==> src/core/sif_pkg.sv <==
// stage status flag block: shared constants, types and helper functions
// assumes a 50 MHz system clock and word-indexed registers on a 32-bit bus
package sif_pkg;

  // geometry
  localparam int unsigned NUM_STAGES = 12;
  localparam int unsigned STAGE_W = 4;
  localparam int unsigned REG_W = 16;
  localparam int unsigned DONE_W = 13;
  localparam int unsigned PIN_CHG_BIT = 12;
  localparam int unsigned ADDR_W = 12;
  localparam int unsigned IDX_W = 10;
  localparam int unsigned DATA_W = 32;

  // register indices, byte address is four times the index
  localparam logic [IDX_W-1:0] IDX_HIGH_FLAGS = 10'h009;
  localparam logic [IDX_W-1:0] IDX_DONE_FLAGS = 10'h00a;
  localparam logic [IDX_W-1:0] IDX_DONE_IRQ_EN = 10'h040;
  localparam logic [IDX_W-1:0] IDX_HIGH_IRQ_EN = 10'h041;
  localparam logic [IDX_W-1:0] IDX_OVER_LIVE = 10'h044;
  localparam logic [IDX_W-1:0] IDX_LIMIT_BASE = 10'h050;

  // values after reset
  localparam logic [NUM_STAGES-1:0] RST_HIGH_FLAGS = 12'h000;
  localparam logic [DONE_W-1:0] RST_DONE_FLAGS = 13'h0000;
  localparam logic [DONE_W-1:0] RST_DONE_IRQ_EN = 13'h0000;
  localparam logic [NUM_STAGES-1:0] RST_HIGH_IRQ_EN = 12'h000;
  localparam logic [REG_W-1:0] RST_LIMIT_RD = 16'h0000;

  // pin synchroniser settle time in cycles
  localparam logic [1:0] SYNC_WARM_CYCLES = 2'h3;

  // bus answers
  localparam logic [1:0] RESP_OKAY = 2'h0;
  localparam logic [1:0] RESP_SLVERR = 2'h2;

  typedef enum logic [1:0] {SIF_RD_IDLE, SIF_RD_MEM, SIF_RD_RESP} sif_rd_state_type;

  // byte address to register index
  function automatic logic [IDX_W-1:0] sif_word_idx(input logic [ADDR_W-1:0] addr);
    return addr[ADDR_W-1:2];
  endfunction : sif_word_idx

  // true when an index falls in the per-stage limit window
  function automatic logic sif_is_limit(input logic [IDX_W-1:0] idx);
    logic [IDX_W-1:0] off;
    off = idx - IDX_LIMIT_BASE;
    return off < IDX_W'(NUM_STAGES);
  endfunction : sif_is_limit

  // one-hot stage select, all zero for stage numbers past the last stage
  function automatic logic [NUM_STAGES-1:0] sif_stage_onehot(input logic [STAGE_W-1:0] stage);
    logic [NUM_STAGES-1:0] oh;
    oh = '0;
    if (stage < STAGE_W'(NUM_STAGES))
      oh[stage] = 1'b1;
    return oh;
  endfunction : sif_stage_onehot

  // merge write data into a 16-bit register under the low two byte strobes
  function automatic logic [REG_W-1:0] sif_apply_strb(input logic [REG_W-1:0] old,
                                                      input logic [REG_W-1:0] data,
                                                      input logic [1:0] strb);
    logic [REG_W-1:0] res;
    res = old;
    if (strb[0])
      res[7:0] = data[7:0];
    if (strb[1])
      res[15:8] = data[15:8];
    return res;
  endfunction : sif_apply_strb

endpackage : sif_pkg

==> src/core/sif_top.sv <==
// stage status flags: high-limit and completion flags, pin change flag,
// interrupt enables and per-stage upper limits behind an AXI4-Lite slave
// assumes the converter pulses conv_done_i for one cycle on clk_sys_i
`timescale 1ns/1ps

// How it works
// - high-limit flags, twelve stages, reset zero
// - result above stage limit sets its flag
// - reading limit flags clears no-longer-exceeded ones
// - completion flags, twelve stages, reset zero
// - finished conversion sets its stage flag
// - pin level change sets bit twelve
// - enabled completion flag pulls interrupt low
// - enable bit twelve gates pin change interrupt
module sif_top
(
  input wire logic clk_sys_i,
  input wire logic sys_rst_i,
  input wire logic [sif_pkg::ADDR_W-1:0] s_axi_awaddr_i,
  input wire logic s_axi_awvalid_i,
  output logic s_axi_awready_o,
  input wire logic [sif_pkg::DATA_W-1:0] s_axi_wdata_i,
  input wire logic [3:0] s_axi_wstrb_i,
  input wire logic s_axi_wvalid_i,
  output logic s_axi_wready_o,
  output logic [1:0] s_axi_bresp_o,
  output logic s_axi_bvalid_o,
  input wire logic s_axi_bready_i,
  input wire logic [sif_pkg::ADDR_W-1:0] s_axi_araddr_i,
  input wire logic s_axi_arvalid_i,
  output logic s_axi_arready_o,
  output logic [sif_pkg::DATA_W-1:0] s_axi_rdata_o,
  output logic [1:0] s_axi_rresp_o,
  output logic s_axi_rvalid_o,
  input wire logic s_axi_rready_i,
  input wire logic conv_done_i,
  input wire logic [sif_pkg::STAGE_W-1:0] conv_stage_i,
  input wire logic [sif_pkg::REG_W-1:0] conv_result_i,
  input wire logic gpio_pin_i,
  output logic irq_n_o
);
  import sif_pkg::*;

  logic cmp_vld_ff;
  logic [STAGE_W-1:0] cmp_stage_ff;
  logic [REG_W-1:0] cmp_result_ff;
  logic [REG_W-1:0] limit_rd_data;
  logic cmp_over;
  logic [NUM_STAGES-1:0] cmp_sel;
  logic [NUM_STAGES-1:0] over_now_ff;
  logic [NUM_STAGES-1:0] high_flags_ff;
  logic [NUM_STAGES-1:0] high_set;
  logic [NUM_STAGES-1:0] high_clr;
  logic [DONE_W-1:0] done_flags_ff;
  logic [DONE_W-1:0] done_set;
  logic [DONE_W-1:0] done_clr;
  logic [DONE_W-1:0] done_en_ff;
  logic [NUM_STAGES-1:0] high_en_ff;
  logic pin_chg;
  logic irq_n_ff;
  sif_rd_state_type rd_state_ff;
  logic [IDX_W-1:0] ar_idx;
  logic ar_take;
  logic ar_limit;
  logic [IDX_W-1:0] rd_idx_ff;
  logic [DATA_W-1:0] rdata_ff;
  logic [1:0] rresp_ff;
  logic [REG_W-1:0] reg_rd_val;
  logic reg_rd_hit;
  logic aw_held_ff;
  logic w_held_ff;
  logic [IDX_W-1:0] aw_idx_ff;
  logic [REG_W-1:0] wdata_ff;
  logic [1:0] wstrb_ff;
  logic bvalid_ff;
  logic [1:0] bresp_ff;
  logic wr_fire;
  logic mem_rd_en;
  logic [STAGE_W-1:0] mem_rd_addr;

  // stage upper limits, read by the compare stage and by software
  sif_limit_mem u_limit_mem
  (
    .clk_sys_i(clk_sys_i),
    .sys_rst_i(sys_rst_i),
    .wr_en_i(wr_fire && sif_is_limit(aw_idx_ff)),
    .wr_addr_i(STAGE_W'(aw_idx_ff - IDX_LIMIT_BASE)),
    .wr_be_i(wstrb_ff),
    .wr_data_i(wdata_ff),
    .rd_en_i(mem_rd_en),
    .rd_addr_i(mem_rd_addr),
    .rd_data_o(limit_rd_data)
  );

  // pin change detector, pin is asynchronous
  sif_pin_sync u_pin_sync
  (
    .clk_sys_i(clk_sys_i),
    .sys_rst_i(sys_rst_i),
    .pin_i(gpio_pin_i),
    .chg_o(pin_chg)
  );

  // converter owns the read port on a done pulse; bus reads wait a cycle
  assign mem_rd_en = conv_done_i || (ar_take && ar_limit);
  assign mem_rd_addr = conv_done_i ? conv_stage_i : STAGE_W'(ar_idx - IDX_LIMIT_BASE);

  // hold the result while the stage limit is fetched
  always_ff @(posedge clk_sys_i)
  begin
    if (sys_rst_i)
    begin
      cmp_vld_ff <= 1'b0;
      cmp_stage_ff <= '0;
      cmp_result_ff <= '0;
    end
    else
    begin
      cmp_vld_ff <= conv_done_i;
      if (conv_done_i)
      begin
        cmp_stage_ff <= conv_stage_i;
        cmp_result_ff <= conv_result_i;
      end
    end
  end

  // strictly above the limit counts as exceeded
  assign cmp_sel = cmp_vld_ff ? sif_stage_onehot(cmp_stage_ff) : '0;
  assign cmp_over = (|cmp_sel) && (cmp_result_ff > limit_rd_data);

  // live exceeded state per stage, refreshed by each conversion of it
  always_ff @(posedge clk_sys_i)
  begin
    if (sys_rst_i)
      over_now_ff <= '0;
    else if (|cmp_sel)
      over_now_ff <= (over_now_ff & ~cmp_sel) | (cmp_over ? cmp_sel : '0);
  end

  // high-limit flags: set wins over the clear of the same cycle
  assign high_set = cmp_over ? cmp_sel : '0;
  assign high_clr = (ar_take && ar_idx == IDX_HIGH_FLAGS) ? ~over_now_ff : '0;

  always_ff @(posedge clk_sys_i)
  begin
    if (sys_rst_i)
      high_flags_ff <= RST_HIGH_FLAGS;
    else
      high_flags_ff <= (high_flags_ff & ~high_clr) | high_set;
  end

  // completion and pin change flags, cleared by a read of their register
  assign done_set = {pin_chg, cmp_sel};
  assign done_clr = (ar_take && ar_idx == IDX_DONE_FLAGS) ? '1 : '0;

  always_ff @(posedge clk_sys_i)
  begin
    if (sys_rst_i)
      done_flags_ff <= RST_DONE_FLAGS;
    else
      done_flags_ff <= (done_flags_ff & ~done_clr) | done_set;
  end

  // interrupt enables, written only through a completed write
  always_ff @(posedge clk_sys_i)
  begin
    if (sys_rst_i)
    begin
      done_en_ff <= RST_DONE_IRQ_EN;
      high_en_ff <= RST_HIGH_IRQ_EN;
    end
    else if (wr_fire)
    begin
      if (aw_idx_ff == IDX_DONE_IRQ_EN)
        done_en_ff <= DONE_W'(sif_apply_strb(REG_W'(done_en_ff), wdata_ff, wstrb_ff));
      if (aw_idx_ff == IDX_HIGH_IRQ_EN)
        high_en_ff <= NUM_STAGES'(sif_apply_strb(REG_W'(high_en_ff), wdata_ff, wstrb_ff));
    end
  end

  // active-low level interrupt, registered so it never glitches
  always_ff @(posedge clk_sys_i)
  begin
    if (sys_rst_i)
      irq_n_ff <= 1'b1;
    else
      irq_n_ff <= !((|(done_flags_ff & done_en_ff)) || (|(high_flags_ff & high_en_ff)));
  end

  assign irq_n_o = irq_n_ff;

  // read decode, narrow registers sit in the low bits
  always_comb
  begin
    reg_rd_val = '0;
    reg_rd_hit = 1'b1;
    case (ar_idx)
      IDX_HIGH_FLAGS: reg_rd_val = REG_W'(high_flags_ff);
      IDX_DONE_FLAGS: reg_rd_val = REG_W'(done_flags_ff);
      IDX_DONE_IRQ_EN: reg_rd_val = REG_W'(done_en_ff);
      IDX_HIGH_IRQ_EN: reg_rd_val = REG_W'(high_en_ff);
      IDX_OVER_LIVE: reg_rd_val = REG_W'(over_now_ff);
      default: reg_rd_hit = ar_limit;
    endcase
  end

  assign ar_idx = sif_word_idx(s_axi_araddr_i);
  assign ar_limit = sif_is_limit(ar_idx);
  assign s_axi_arready_o = (rd_state_ff == SIF_RD_IDLE) && !conv_done_i;
  assign ar_take = s_axi_arvalid_i && s_axi_arready_o;

  // read channel: one read in flight, limit reads take one extra cycle
  always_ff @(posedge clk_sys_i)
  begin
    if (sys_rst_i)
    begin
      rd_state_ff <= SIF_RD_IDLE;
      rd_idx_ff <= '0;
      rdata_ff <= '0;
      rresp_ff <= RESP_OKAY;
    end
    else
    begin
      case (rd_state_ff)
        SIF_RD_IDLE:
        begin
          if (ar_take)
          begin
            rd_idx_ff <= ar_idx;
            rresp_ff <= reg_rd_hit ? RESP_OKAY : RESP_SLVERR;
            rdata_ff <= DATA_W'(reg_rd_val);
            rd_state_ff <= ar_limit ? SIF_RD_MEM : SIF_RD_RESP;
          end
        end
        SIF_RD_MEM:
        begin
          rdata_ff <= DATA_W'(limit_rd_data);
          rd_state_ff <= SIF_RD_RESP;
        end
        SIF_RD_RESP:
        begin
          if (s_axi_rready_i)
            rd_state_ff <= SIF_RD_IDLE;
        end
        default: rd_state_ff <= SIF_RD_IDLE;
      endcase
    end
  end

  assign s_axi_rvalid_o = (rd_state_ff == SIF_RD_RESP);
  assign s_axi_rdata_o = rdata_ff;
  assign s_axi_rresp_o = rresp_ff;

  // write channel: address and data caught in either order
  assign s_axi_awready_o = !aw_held_ff && !bvalid_ff;
  assign s_axi_wready_o = !w_held_ff && !bvalid_ff;
  assign wr_fire = aw_held_ff && w_held_ff;

  always_ff @(posedge clk_sys_i)
  begin
    if (sys_rst_i)
    begin
      aw_held_ff <= 1'b0;
      w_held_ff <= 1'b0;
      aw_idx_ff <= '0;
      wdata_ff <= '0;
      wstrb_ff <= '0;
    end
    else
    begin
      if (s_axi_awvalid_i && s_axi_awready_o)
      begin
        aw_held_ff <= 1'b1;
        aw_idx_ff <= sif_word_idx(s_axi_awaddr_i);
      end
      else if (wr_fire)
        aw_held_ff <= 1'b0;
      if (s_axi_wvalid_i && s_axi_wready_o)
      begin
        w_held_ff <= 1'b1;
        wdata_ff <= s_axi_wdata_i[REG_W-1:0];
        wstrb_ff <= s_axi_wstrb_i[1:0];
      end
      else if (wr_fire)
        w_held_ff <= 1'b0;
    end
  end

  // write answer; status registers accept and ignore writes
  always_ff @(posedge clk_sys_i)
  begin
    if (sys_rst_i)
    begin
      bvalid_ff <= 1'b0;
      bresp_ff <= RESP_OKAY;
    end
    else if (wr_fire)
    begin
      bvalid_ff <= 1'b1;
      case (aw_idx_ff)
        IDX_HIGH_FLAGS, IDX_DONE_FLAGS, IDX_OVER_LIVE: bresp_ff <= RESP_OKAY;
        IDX_DONE_IRQ_EN, IDX_HIGH_IRQ_EN: bresp_ff <= RESP_OKAY;
        default: bresp_ff <= sif_is_limit(aw_idx_ff) ? RESP_OKAY : RESP_SLVERR;
      endcase
    end
    else if (s_axi_bready_i)
      bvalid_ff <= 1'b0;
  end

  assign s_axi_bvalid_o = bvalid_ff;
  assign s_axi_bresp_o = bresp_ff;

  // checks on flag behaviour
  property p_high_reset;
    @(posedge clk_sys_i) disable iff (sys_rst_i)
    $fell(sys_rst_i) |-> high_flags_ff == RST_HIGH_FLAGS;
  endproperty
  a_high_reset: assert property (p_high_reset) else $error("high flags not zero after reset");

  property p_high_set;
    @(posedge clk_sys_i) disable iff (sys_rst_i)
    cmp_over |=> high_flags_ff[$past(cmp_stage_ff)];
  endproperty
  a_high_set: assert property (p_high_set) else $error("exceeded limit did not set flag");

  property p_high_rd_clr;
    @(posedge clk_sys_i) disable iff (sys_rst_i)
    ar_take && ar_idx == IDX_HIGH_FLAGS && !cmp_vld_ff
      |=> high_flags_ff == $past(high_flags_ff & over_now_ff);
  endproperty
  a_high_rd_clr: assert property (p_high_rd_clr) else $error("high flags wrong after read");

  property p_done_reset;
    @(posedge clk_sys_i) disable iff (sys_rst_i)
    $fell(sys_rst_i) |-> done_flags_ff == RST_DONE_FLAGS;
  endproperty
  a_done_reset: assert property (p_done_reset) else $error("done flags not zero after reset");

  property p_done_set;
    @(posedge clk_sys_i) disable iff (sys_rst_i)
    conv_done_i && conv_stage_i < STAGE_W'(NUM_STAGES) |-> ##2 done_flags_ff[$past(conv_stage_i, 2)];
  endproperty
  a_done_set: assert property (p_done_set) else $error("completion flag not set");

  property p_pin_set;
    @(posedge clk_sys_i) disable iff (sys_rst_i)
    pin_chg |=> done_flags_ff[PIN_CHG_BIT];
  endproperty
  a_pin_set: assert property (p_pin_set) else $error("pin change flag not set");

  property p_done_irq;
    @(posedge clk_sys_i) disable iff (sys_rst_i)
    (done_flags_ff[NUM_STAGES-1:0] & done_en_ff[NUM_STAGES-1:0]) != '0 |=> !irq_n_o;
  endproperty
  a_done_irq: assert property (p_done_irq) else $error("enabled completion gave no irq");

  property p_pin_irq_off;
    @(posedge clk_sys_i) disable iff (sys_rst_i)
    !done_en_ff[PIN_CHG_BIT] && (done_flags_ff[NUM_STAGES-1:0] & done_en_ff[NUM_STAGES-1:0]) == '0
      && (high_flags_ff & high_en_ff) == '0 |=> irq_n_o;
  endproperty
  a_pin_irq_off: assert property (p_pin_irq_off) else $error("disabled source drove irq");

  property p_upper_zero;
    @(posedge clk_sys_i) disable iff (sys_rst_i)
    s_axi_rvalid_o && (rd_idx_ff == IDX_HIGH_FLAGS || rd_idx_ff == IDX_DONE_FLAGS)
      |-> rdata_ff[DATA_W-1:DONE_W] == '0 && s_axi_rresp_o == RESP_OKAY;
  endproperty
  a_upper_zero: assert property (p_upper_zero) else $error("status upper bits not zero");

endmodule : sif_top

==> src/core/sif_limit_mem.sv <==
// per-stage upper limit store: one write port with byte enables, one read port
// assumes caller keeps addresses below the stage count; others read zero
`timescale 1ns/1ps

module sif_limit_mem
(
  input wire logic clk_sys_i,
  input wire logic sys_rst_i,
  input wire logic wr_en_i,
  input wire logic [sif_pkg::STAGE_W-1:0] wr_addr_i,
  input wire logic [1:0] wr_be_i,
  input wire logic [sif_pkg::REG_W-1:0] wr_data_i,
  input wire logic rd_en_i,
  input wire logic [sif_pkg::STAGE_W-1:0] rd_addr_i,
  output logic [sif_pkg::REG_W-1:0] rd_data_o
);
  import sif_pkg::*;

  logic [REG_W-1:0] mem_ff [NUM_STAGES];

  // storage holds no reset, software must program limits before use
  always_ff @(posedge clk_sys_i)
  begin
    if (wr_en_i && (wr_addr_i < STAGE_W'(NUM_STAGES)))
      mem_ff[wr_addr_i] <= sif_apply_strb(mem_ff[wr_addr_i], wr_data_i, wr_be_i);
  end

  // registered read, value appears one cycle after the request
  always_ff @(posedge clk_sys_i)
  begin
    if (sys_rst_i)
      rd_data_o <= RST_LIMIT_RD;
    else if (rd_en_i)
      rd_data_o <= (rd_addr_i < STAGE_W'(NUM_STAGES)) ? mem_ff[rd_addr_i] : '0;
  end

endmodule : sif_limit_mem

==> src/core/sif_pin_sync.sv <==
// two-flop synchroniser for the general-purpose pin with change detection
// assumes the pin is asynchronous to clk_sys_i
`timescale 1ns/1ps

module sif_pin_sync
(
  input wire logic clk_sys_i,
  input wire logic sys_rst_i,
  input wire logic pin_i,
  output logic chg_o
);
  import sif_pkg::*;

  logic meta_ff;
  logic sync_ff;
  logic last_ff;
  logic [1:0] warm_ff;

  // first stage feeds only the second stage
  always_ff @(posedge clk_sys_i)
  begin
    if (sys_rst_i)
    begin
      meta_ff <= 1'b0;
      sync_ff <= 1'b0;
      last_ff <= 1'b0;
    end
    else
    begin
      meta_ff <= pin_i;
      sync_ff <= meta_ff;
      last_ff <= sync_ff;
    end
  end

  // hide the edge seen while the chain fills, a high pin at reset is no change
  always_ff @(posedge clk_sys_i)
  begin
    if (sys_rst_i)
      warm_ff <= '0;
    else if (warm_ff != SYNC_WARM_CYCLES)
      warm_ff <= warm_ff + 2'h1;
  end

  assign chg_o = (warm_ff == SYNC_WARM_CYCLES) && (sync_ff ^ last_ff);

endmodule : sif_pin_sync

==> config.mk <==
export PLATFORM = sky130hd
export DESIGN_NAME = sif_top
export DESIGN_NICKNAME = d
export VERILOG_FILES = /design/src/core/sif_pkg.sv /design/src/core/sif_top.sv /design/src/core/sif_limit_mem.sv /design/src/core/sif_pin_sync.sv
export SDC_FILE = /design/constraint.sdc
export NUM_CORES = 1
export LEC_CHECK = 0
export BUFFER_PORTS_ARGS = -buffer_cell sky130_fd_sc_hd__buf_2
export CAP_MARGIN = 20
export CORE_UTILIZATION = 50
export CTS_CLUSTER_SIZE = 8
export DETAILED_ROUTE_END_ITERATION = 8
export PLACE_DENSITY = 0.76
export SYNTH_ARGS = -nofsm -noshare
export SYNTH_HDL_FRONTEND = slang
export SYNTH_SLANG_ARGS = --single-unit
==> constraint.sdc <==
create_clock -name clk_sys_i -period 3.6 [get_ports clk_sys_i]
set_input_delay 0.36 -clock clk_sys_i [delete_from_list [all_inputs] [get_ports clk_sys_i]]
set_output_delay 0.36 -clock clk_sys_i [all_outputs]
set_load 0.01 [all_outputs]
* Word-level counts from Yosys, hierarchy flattened *
Memories as Yosys holds them, arrays and structs flattened.
Index checks and enable logic that the tools add are counted.
Widths: inputs -> output; s select.

storage, ports and cells
  register bits = 174
  bits in latches = 0
  bits in writable memories = 192
  ROM bits = 0
  word-level logic and storage cells = 141
  memories = 1

memory list
  name                words  bits a word  read ports  clocked after Yosys merged registers in  write ports  line                 source
  u_limit_mem.mem_ff  12     16           1           0                                        1            sif_limit_mem.sv:19  logic [REG_W-1:0] mem_ff [NUM_STAGES];

operators by class
  add/subtract/negate cells = 3
  multiply operators = 0
  divide/modulo/power cells = 0
  magnitude comparators = 8
  equal/unequal tests = 18
  shift operators = 0
  multiplexer cells = 31
  bitwise logic cells = 13
  reductions and logical operators = 41

operators with widths
  kind                   number
  $pmux 13 s5            1
  $pmux 32 s2            1
  $eq 10x7->1 const B    6
  $mux 12                4
  $eq 10x4->1 const B    4
  $and 12x12->12         3
  $not 12->12            3
  $mux 32                1
  $mux 8                 4
  $and 13x13->13         2
  $or 12x12->12          2
  $reduce_or 12->1       2
  $lt 10x4->1 const B    2
  $sub 10x7->10 const B  2
  $gt 16x16->1           1
  $mux 16                1
  $logic_and 1x1->1      15
  $mux 13                1
  $not 13->13            1
  $or 13x13->13          1
  $reduce_or 13->1       1
  $lt 4x4->1 const B     3
  $mux 2                 6
  $reduce_and 3->1       4
  18 further kinds       43

* Depth between registers and ports, before layout *
Gate-level depths: netlist (run 1).

  depth after elaboration = 10
  depth in mapped cells = 8
  mapped depth without buffers = 7

* Cells and area by module *
Synthesis (run 1) repeated with hierarchy kept, for this count alone.

second synthesis, totals
  cell total of the unflattened synthesis = 1156
  area, all modules = 14576.5 um^2

by module, submodules not included
  module         instances  cells an instance  area each (um^2)  seq. area each (um^2)
  sif_limit_mem  1          401                7995.2            6085.8
  sif_top        1          740                6407.4            2702.6
  sif_pin_sync   1          15                 173.9             100.1

* Least setup slack after synthesis (run 1) *
Ideal clock, no wire load.

  kind = flip-flop to flip-flop
  start = register aw_idx_ff[9]
  end = memory u_limit_mem.mem_ff[2][0] (enable)
  setup time = 395 ps
  arrival time = 2108 ps
  data required time = 3205 ps
  path slack = 1097 ps
  cell stages (with the launch flop) = 6
  period minus slack after synthesis = 2503 ps
  cells stage by stage = dfxtp_1 -> nor4_1 -> nand4_1 -> nor2_1 -> nand2_1 -> nor4_1

on the way
  word-level cells in the longest chain between the ends = 7

RTL lines
  what                            line                 source
  start: declaration              sif_top.sv:72        logic [IDX_W-1:0] aw_idx_ff;
  start signal: assignment        sif_top.sv:275       aw_idx_ff <= sif_word_idx(s_axi_awaddr_i);
  $sub 10x7->10 (*)               sif_pkg.sv:47        off = idx - IDX_LIMIT_BASE;
  $lt 10x4->1 (*)                 sif_pkg.sv:48        return off < IDX_W'(NUM_STAGES);
  $logic_and 1x1->1 (*)           sif_top.sv:86        .wr_en_i(wr_fire && sif_is_limit(aw_idx_ff)),
  $logic_and 1x1->1 (*)           sif_limit_mem.sv:24  if (wr_en_i && (wr_addr_i < STAGE_W'(NUM_STAGES)))
  $mux 1                          sif_limit_mem.sv:24
  $mux 1 (implied by the code)    sif_limit_mem.sv:25  mem_ff[wr_addr_i] <= sif_apply_strb(mem_ff[wr_addr_i], wr_data_i, wr_be_i);
  $reduce_and 2->1 (no line) (*)  --
  end: declaration                sif_limit_mem.sv:19

Mark *: on every way between the ends. The rest lies on a longest branch, timed or not.

* Worst setup path after layout (run 1) *
  start = register aw_idx_ff[9]
  end = memory u_limit_mem.mem_ff[7][0] (enable)

Same word-level chain as after synthesis.

==> results of run 1 <==
## flip-flops by register name, indices dropped and copies added, names as in the netlist, 2 cells and up, named ones only
name                   cells
aw_idx_ff                 10
cmp_result_ff             16
cmp_stage_ff               4
done_en_ff                13
done_flags_ff             13
high_en_ff                12
high_flags_ff             12
rd_state_ff                2
s_axi_rdata_o             16
u_limit_mem.mem_ff       192
u_limit_mem.rd_data_o     16
u_pin_sync.warm_ff         2
wdata_ff                  16
wstrb_ff                   2
## power breakdown
part	total (mW)	switching, mW	internal (mW)	leakage, nW
Sequential	4.40	0.118	4.28	2.92
Combinational	0.663	0.416	0.248	2.86
Clock	4.18	1.62	2.56	0.670
## worst paths after layout
check / from / to / slack, ps / depth (start not counted)
worst min-delay path: gpio_pin_i / u_pin_sync.meta_ff$_SDFF_PP0_ / 30 / 2
worst max-delay path: aw_idx_ff[9]$_SDFFE_PP0P_ / u_limit_mem.mem_ff[7][0]$_DFFE_PP_ / 890 / 5
worst max register to register: aw_idx_ff[9]$_SDFFE_PP0P_ / u_limit_mem.mem_ff[7][0]$_DFFE_PP_ / 890 / 5
worst min register to register: u_pin_sync.meta_ff$_SDFF_PP0_ / u_pin_sync.sync_ff$_SDFF_PP0_ / 440 / 1
## per-layer routing
metal  share of wire, %  up-vias  routed length, µm
li1                   -     5110                  -
met1                 43     5290              16700
met2                 45      591              17500
met3                 10       75               3920
met4                2.4        0                918
met5                  0        -                  0
## cell type report
| class | count | area (µm²) | area share [%] |
|---|---|---|---|
| Sequential cell | 348 | 8890 | 51.6 |
| Clock buffer | 80 | 1360 | 7.91 |
| Multi-Input combinational cell | 864 | 5590 | 32.4 |
| Timing Repair Buffer | 122 | 693 | 4.02 |
| Tap cell | 390 | 488 | 2.83 |
| Inverter | 44 | 165 | 0.958 |
| Clock inverter | 2 | 46.3 | 0.269 |
## cell usage in the layout, fill, tap and decap left out, types with 13 or more instances in the layout
| master | instances |
|---|---|
| a21oi_1 | 98 |
| a221oi_1 | 19 |
| a22o_1 | 18 |
| a22oi_1 | 24 |
| buf_2 | 89 |
| buf_4 | 33 |
| clkbuf_1 | 30 |
| clkbuf_16 | 50 |
| conb_1 | 18 |
| dfxtp_1 | 156 |
| edfxtp_1 | 192 |
| ha_1 | 17 |
| inv_1 | 44 |
| mux2i_1 | 112 |
| nand2_1 | 123 |
| nand2b_1 | 22 |
| nand3_1 | 13 |
| nand4_1 | 14 |
| nor2_1 | 75 |
| nor2b_1 | 74 |
| o21ai_0 | 67 |
| o22ai_1 | 27 |
## through the flow
stage                     setup slack (ps)  cell area [µm²]  power [mW]  util, %
after global routing                   566            17200        9.51     58.3
after floorplan                       1100            15100        4.88        -
final                                  891            17200        9.24     58.3
after CTS                              935            17200        9.27     58.3
after detailed placement               702            15800        5.12     53.5
after global placement                 745            15800        5.10     53.5
## cell families (layout without fill, tap and decap cells)
| family | count (synthesis) | count (layout) | synth area share [%] |
|---|---|---|---|
| adder cells (fa/ha/maj) | 17 | 17 | 1.42 |
| flip-flops | 348 | 348 | 59.2 |
| XOR/XNOR | 2 | 2 | 0.117 |
| buffers and inverters | 142 | 248 | 4.12 |
| other | 1 | 18 | 0.0250 |
| multiplexers | 116 | 116 | 7.84 |
| AO/OA/AOI/OAI | 342 | 342 | 15.1 |
| AND/OR/NAND/NOR | 369 | 369 | 12.1 |
==> impl_metrics.yaml, run 1 <==
run_status:
  status: "completed"
grt:
  antenna_found_initial: 0
  grt_first_pass_wirelength_um: 59600
  grt_max_degree: 91
  grt_pass1_vias: 10400
  use_met3_pct: 4.50
  grt_use_met2_pct: 39.2
  grt.total_usage_pct: 25.4
  gr-total-overflow: 0
  use_met1_pct: 36.2
  top_usage_layer: "met2"
power:
  power_density_mw_per_mm2: 536
  ir_worst_vdd_mv: 0.376
  p_leak_nw: 6.45
sta:
  fin_crit_ps: 2710
  hold_violations: 0
  finClkSkew_ps: 18.5
  tns_ps: 0
  max-slew-margin-rel_pct: 33.4
  fin_crit_sh_pct: 75.2
  maxSlewViolCount: 0
  worst_slew_pin_slew_ps: 999
  hold_ws_ps: 29.0
  setup_violations: 0
  clock.fmax_mhz: 369
  rsz0062_at_grt: "false"
logic_synthesis:
  synth.most_common_cell: "edfxtp_1"
  synth_cell_type_count: 66
  yosys-top-cells-count: "edfxtp_1 (192), dfxtp_1 (156), nand2_1 (123)"
  yosys_warnings: 0
  synth-edff-count: 192
  ys_async_sr_fraction_pct: 0
  synth_flop_cell: "edfxtp_1"
  yosys.area.top_type_share_pct: 38.4
  syn_inst: 1337
  seq_area_frac_synth_pct: 59.2
  avgSynthCellArea_um2: 11.2
  synth_seq_cells: 348
  yosys.area.top_type: "edfxtp_1"
  syn_area_mm2: 0.0150
  synth.area.top_cells: "edfxtp_1 (38%), dfxtp_1 (21%), mux2i_1 (7.5%)"
clock_network:
  clkTransAtPathRegs_ps: 50
  cts_resized: 0
  ctsHoldBuffers: 0
  cts_tree: "yes"
  cts_root_buf: "clkbuf_16"
  cts.sinks: 348
  h-tree-depth: 2
  clockBufferDepth: 3
  cts_buffers: 49
  cts_setup_buffers: 0
  clk-insertion-delay-late_ps: 550
routing:
  routed_wl_um: 39000
  first_pass_iters: 6
  drt_iter0_drc: 1223
  final_antenna_net_count: 0
  routedWlPerCell_um: 21.1
  via_count: 11100
  via_per_inst: 5.98
  drc: 0
critical_path:
  crit_top_cell: "nor2_1"
  crit_path_start_kind: "flop"
  cp_data_arrival_time_ps: 2870
  slowest_stage: "nor2_1"
  crit_required_ps: 3760
  path_buf_inv: 0
  cp_max_fo: 8
  critPathMaxStageDelay_ps: 700
  crit_path_end_kind: "flop"
  path_cells: "nor4_1 -> nand4_1 -> nor2_1 -> nand3_1 -> nor2_1"
  critical_path_class: "reg2reg"
  critical_path.top_delay_family: "simple AND/OR/NAND/NOR gates"
floorplan:
  core-area_mm2: 0.0296
  rows: 63
  die_h_um: 175
  io_pins: 131
  initial_utilization_pct: 50.8
  die_w_um: 175
  die_area_mm2: 0.0307
placement:
  hpwl_um: 25500
  place_congestion: 0.957
  placement.io_buffers: 90
  placed_cells: 1768
run:
  cap_violations: 0
finish:
  area_growth_pct: 14.8
  nets: 1535
  drive_gt1_share_pct: 13.2
  stdcell_count: 1850
  diodes: 0
  nFillCells: 2412
hold_path:
  min_path_type: "in2reg"
Note: power is estimated with default switching activity, not from simulation.
==> run 2, diff against run 1 <==
--- a/config.mk
+++ b/config.mk
@@ -5,6 +5,7 @@
 export SDC_FILE = /design/constraint.sdc
 export NUM_CORES = 1
 export LEC_CHECK = 0
+export ABC_AREA = 1
 export BUFFER_PORTS_ARGS = -buffer_cell sky130_fd_sc_hd__buf_2
 export CAP_MARGIN = 20
 export CORE_UTILIZATION = 50
==> constraint.sdc (replaced) <==
create_clock -name clk_sys_i -period 2.8 [get_ports clk_sys_i]
set_input_delay 0.28 -clock clk_sys_i [delete_from_list [all_inputs] [get_ports clk_sys_i]]
set_output_delay 0.28 -clock clk_sys_i [all_outputs]
set_load 0.01 [all_outputs]
==> impl_metrics.yaml, run 2 <==
sta:
  hold_ws_ps: -0.0373
  max-slew-margin-rel_pct: 30.9
  worst_slew_pin_slew_ps: 1040
  setup_violations: 0
  tns_ps: 0
  clock.fmax_mhz: 420
  fin_crit_ps: 2380
  maxSlewViolCount: 0
  hold_violations: 1
  fin_crit_sh_pct: 85.1
  finClkSkew_ps: 20.0
  rsz0062_at_grt: "false"
floorplan:
  io_pins: 131
  initial_utilization_pct: 51.4
  rows: 63
  die_h_um: 177
  core-area_mm2: 0.0300
  die_area_mm2: 0.0315
  die_w_um: 177
power:
  power_mw: 12.1
  p_comb_share_pct: 8.4
  seq_power_share_pct: 47.0
  p_leak_nw: 7.09
  power_frac_clock_pct: 44.6
  internal_power_mw: 9.21
  ir_worst_vdd_mv: 0.425
  switching_power_mw: 2.93
  swShare_pct: 24.1
  power_density_mw_per_mm2: 678
routing:
  first_pass_iters: 6
  final_antenna_net_count: 0
  routedWlPerCell_um: 17.4
  routed_wl_um: 39900
  drc: 0
  via_count: 12600
  via_per_inst: 5.51
  drt_iter0_drc: 1341
logic_synthesis:
  seq_area_frac_synth_pct: 57.7
  synth_cell_type_count: 43
  synth.most_common_cell: "nand2_1"
  synth_seq_cells: 348
  ys_async_sr_fraction_pct: 0
  avgSynthCellArea_um2: 8.80
  syn_inst: 1749
  yosys_warnings: 0
  yosys-top-cells-count: "nand2_1 (339), nand3_1 (280), nor2_1 (211)"
  syn_area_mm2: 0.0154
  yosys.area.top_type: "edfxtp_1"
  synth.area.top_cells: "edfxtp_1 (37%), dfxtp_1 (20%), nand3_1 (9.1%)"
  yosys.area.top_type_share_pct: 37.5
  synth-edff-count: 192
  synth_flop_cell: "edfxtp_1"
clock_network:
  clk-insertion-delay-late_ps: 550
  cts_root_buf: "clkbuf_16"
  cts.sinks: 348
  cts_resized: 0
  clockBufferDepth: 3
  cts_buffers: 49
  clkTransAtPathRegs_ps: 50
  h-tree-depth: 2
  cts_setup_buffers: 0
  cts_tree: "yes"
run_status:
  violations: "negative hold slack"
  status: "finished with violations"
critical_path:
  crit_path_end_kind: "flop"
  crit_path_start_kind: "flop"
  cp_max_fo: 12
  crit_required_ps: 2970
  cp_data_arrival_time_ps: 2560
  critical_path_class: "reg2reg"
grt:
  top_usage_layer: "met2"
  grt.total_usage_pct: 25.4
  use_met3_pct: 4.69
  gr-total-overflow: 0
  grt_pass1_vias: 11700
  antenna_found_initial: 0
  use_met1_pct: 34.5
  grt_max_degree: 98
  grt_first_pass_wirelength_um: 62200
  grt_use_met2_pct: 41.0
finish:
  area_growth_pct: 16.3
  final_common_cell: "nand2_1"
  nFillCells: 2500
  final_util_pct: 59.7
  final_cell_mix: "nand2_1 (339), nand3_1 (280), nor2_1 (211)"
  nets: 1979
  seq_area_mm2: 0.00889
  multi_input_area_mm2: 0.00544
  largest_reg_flops: 192
  diodes: 0
  top_register: "u_limit_mem.mem_ff"
  drive_gt1_share_pct: 11.8
run:
  cap_violations: 0
placement:
  place_congestion: 0.962
  placement.io_buffers: 90
  hpwl_um: 26400
hold_path:
  min_path_type: "in2reg"
run 2: cell count changes after synthesis, sizes merged, moves of 50 or more:
cell / delta
nor2: +144
inv: +97
nand3: +268
nor2b: -74
o21ai: +50
mux2i: -112
nand2: +221
run 2: logic make-up (layout without fill, tap and decap cells):
| family | after synthesis | after routing | synth area share [%] |
|---|---|---|---|
| simple gates | 866 | 866 | 24.2 |
| flops | 348 | 348 | 57.7 |
| compound gates | 265 | 265 | 9.10 |
| buf+inv | 251 | 389 | 7.48 |
| fa+ha+maj | 17 | 17 | 1.38 |
| other cells | 1 | 18 | 0.0244 |
| xor+xnor | 1 | 1 | 0.0569 |
run 2: per-layer routing:
metal	vias to the layer above	routed length (µm)	part of all wire, %
met3	84	3520	8.8
li1	6083	-	-
met1	5892	16700	42
met4	0	1180	2.9
met2	589	18500	46
met5	-	0	0
run 2: path summary, 6_finish.rpt:
check | slack (ps) | cells after the start | from | to
worst min-delay path | -0.04 | 3 | s_axi_wdata_i[15] | wdata_ff[15]$_SDFFE_PP0P_
worst min register to register | 410 | 2 | u_pin_sync.meta_ff$_SDFF_PP0_ | u_pin_sync.sync_ff$_SDFF_PP0_
worst max register to register | 420 | 7 | aw_idx_ff[9]$_SDFFE_PP0P_ | u_limit_mem.mem_ff[6][7]$_DFFE_PP_
worst max-delay path | 420 | 7 | aw_idx_ff[9]$_SDFFE_PP0P_ | u_limit_mem.mem_ff[6][7]$_DFFE_PP_
run 2: stage by stage:
step / cell area (µm²) / hold WS [ps] / worst slack [ps] / instances
floorplan: 15500 / 387 / 923 / 1766
global placement: 16200 / 390 / 491 / 2183
detailed placement: 16200 / 406 / 436 / 2183
CTS: 17900 / 1.15 / 482 / 2294
global route: 17900 / 27.5 / 208 / 2294
finish: 17900 / -0.0373 / 418 / 2294
run 2: cell type report:
type / count / share of cell area, %
Timing Repair Buffer: 164 / 6.38
Multi-Input combinational cell: 1167 / 30.4
Clock inverter: 4 / 0.378
Inverter: 143 / 3.01
Clock buffer: 78 / 7.46
Tap cell: 390 / 2.73
Sequential cell: 348 / 49.7
run 2: worst max-delay path, cell delays in order, from the launching register on:
cell and delay [ps]:
dfxtp_1 300, nor2_1 160, inv_1 130, nor3_1 180
o21ai_0 170, nor2_1 160, nand2_1 300, nor2_1 610
run 2: power groups by stage:
stage | clock network, mW | logic [mW] | registers, mW
after floorplan | 0 | 0.698 | 5.73
after global placement | 0 | 0.942 | 5.79
after detailed placement | 0 | 0.974 | 5.80
after CTS | 5.47 | 1.01 | 5.70
after global routing | 5.68 | 1.14 | 5.72
final | 5.41 | 1.02 | 5.71
run 2: repair_timing:
action / 4_1_cts / 5_1_grt
endpoints found under the setup margin: 0 / 0
endpoints found under the hold margin: 29 / 0
hold buffers: 29 / 0
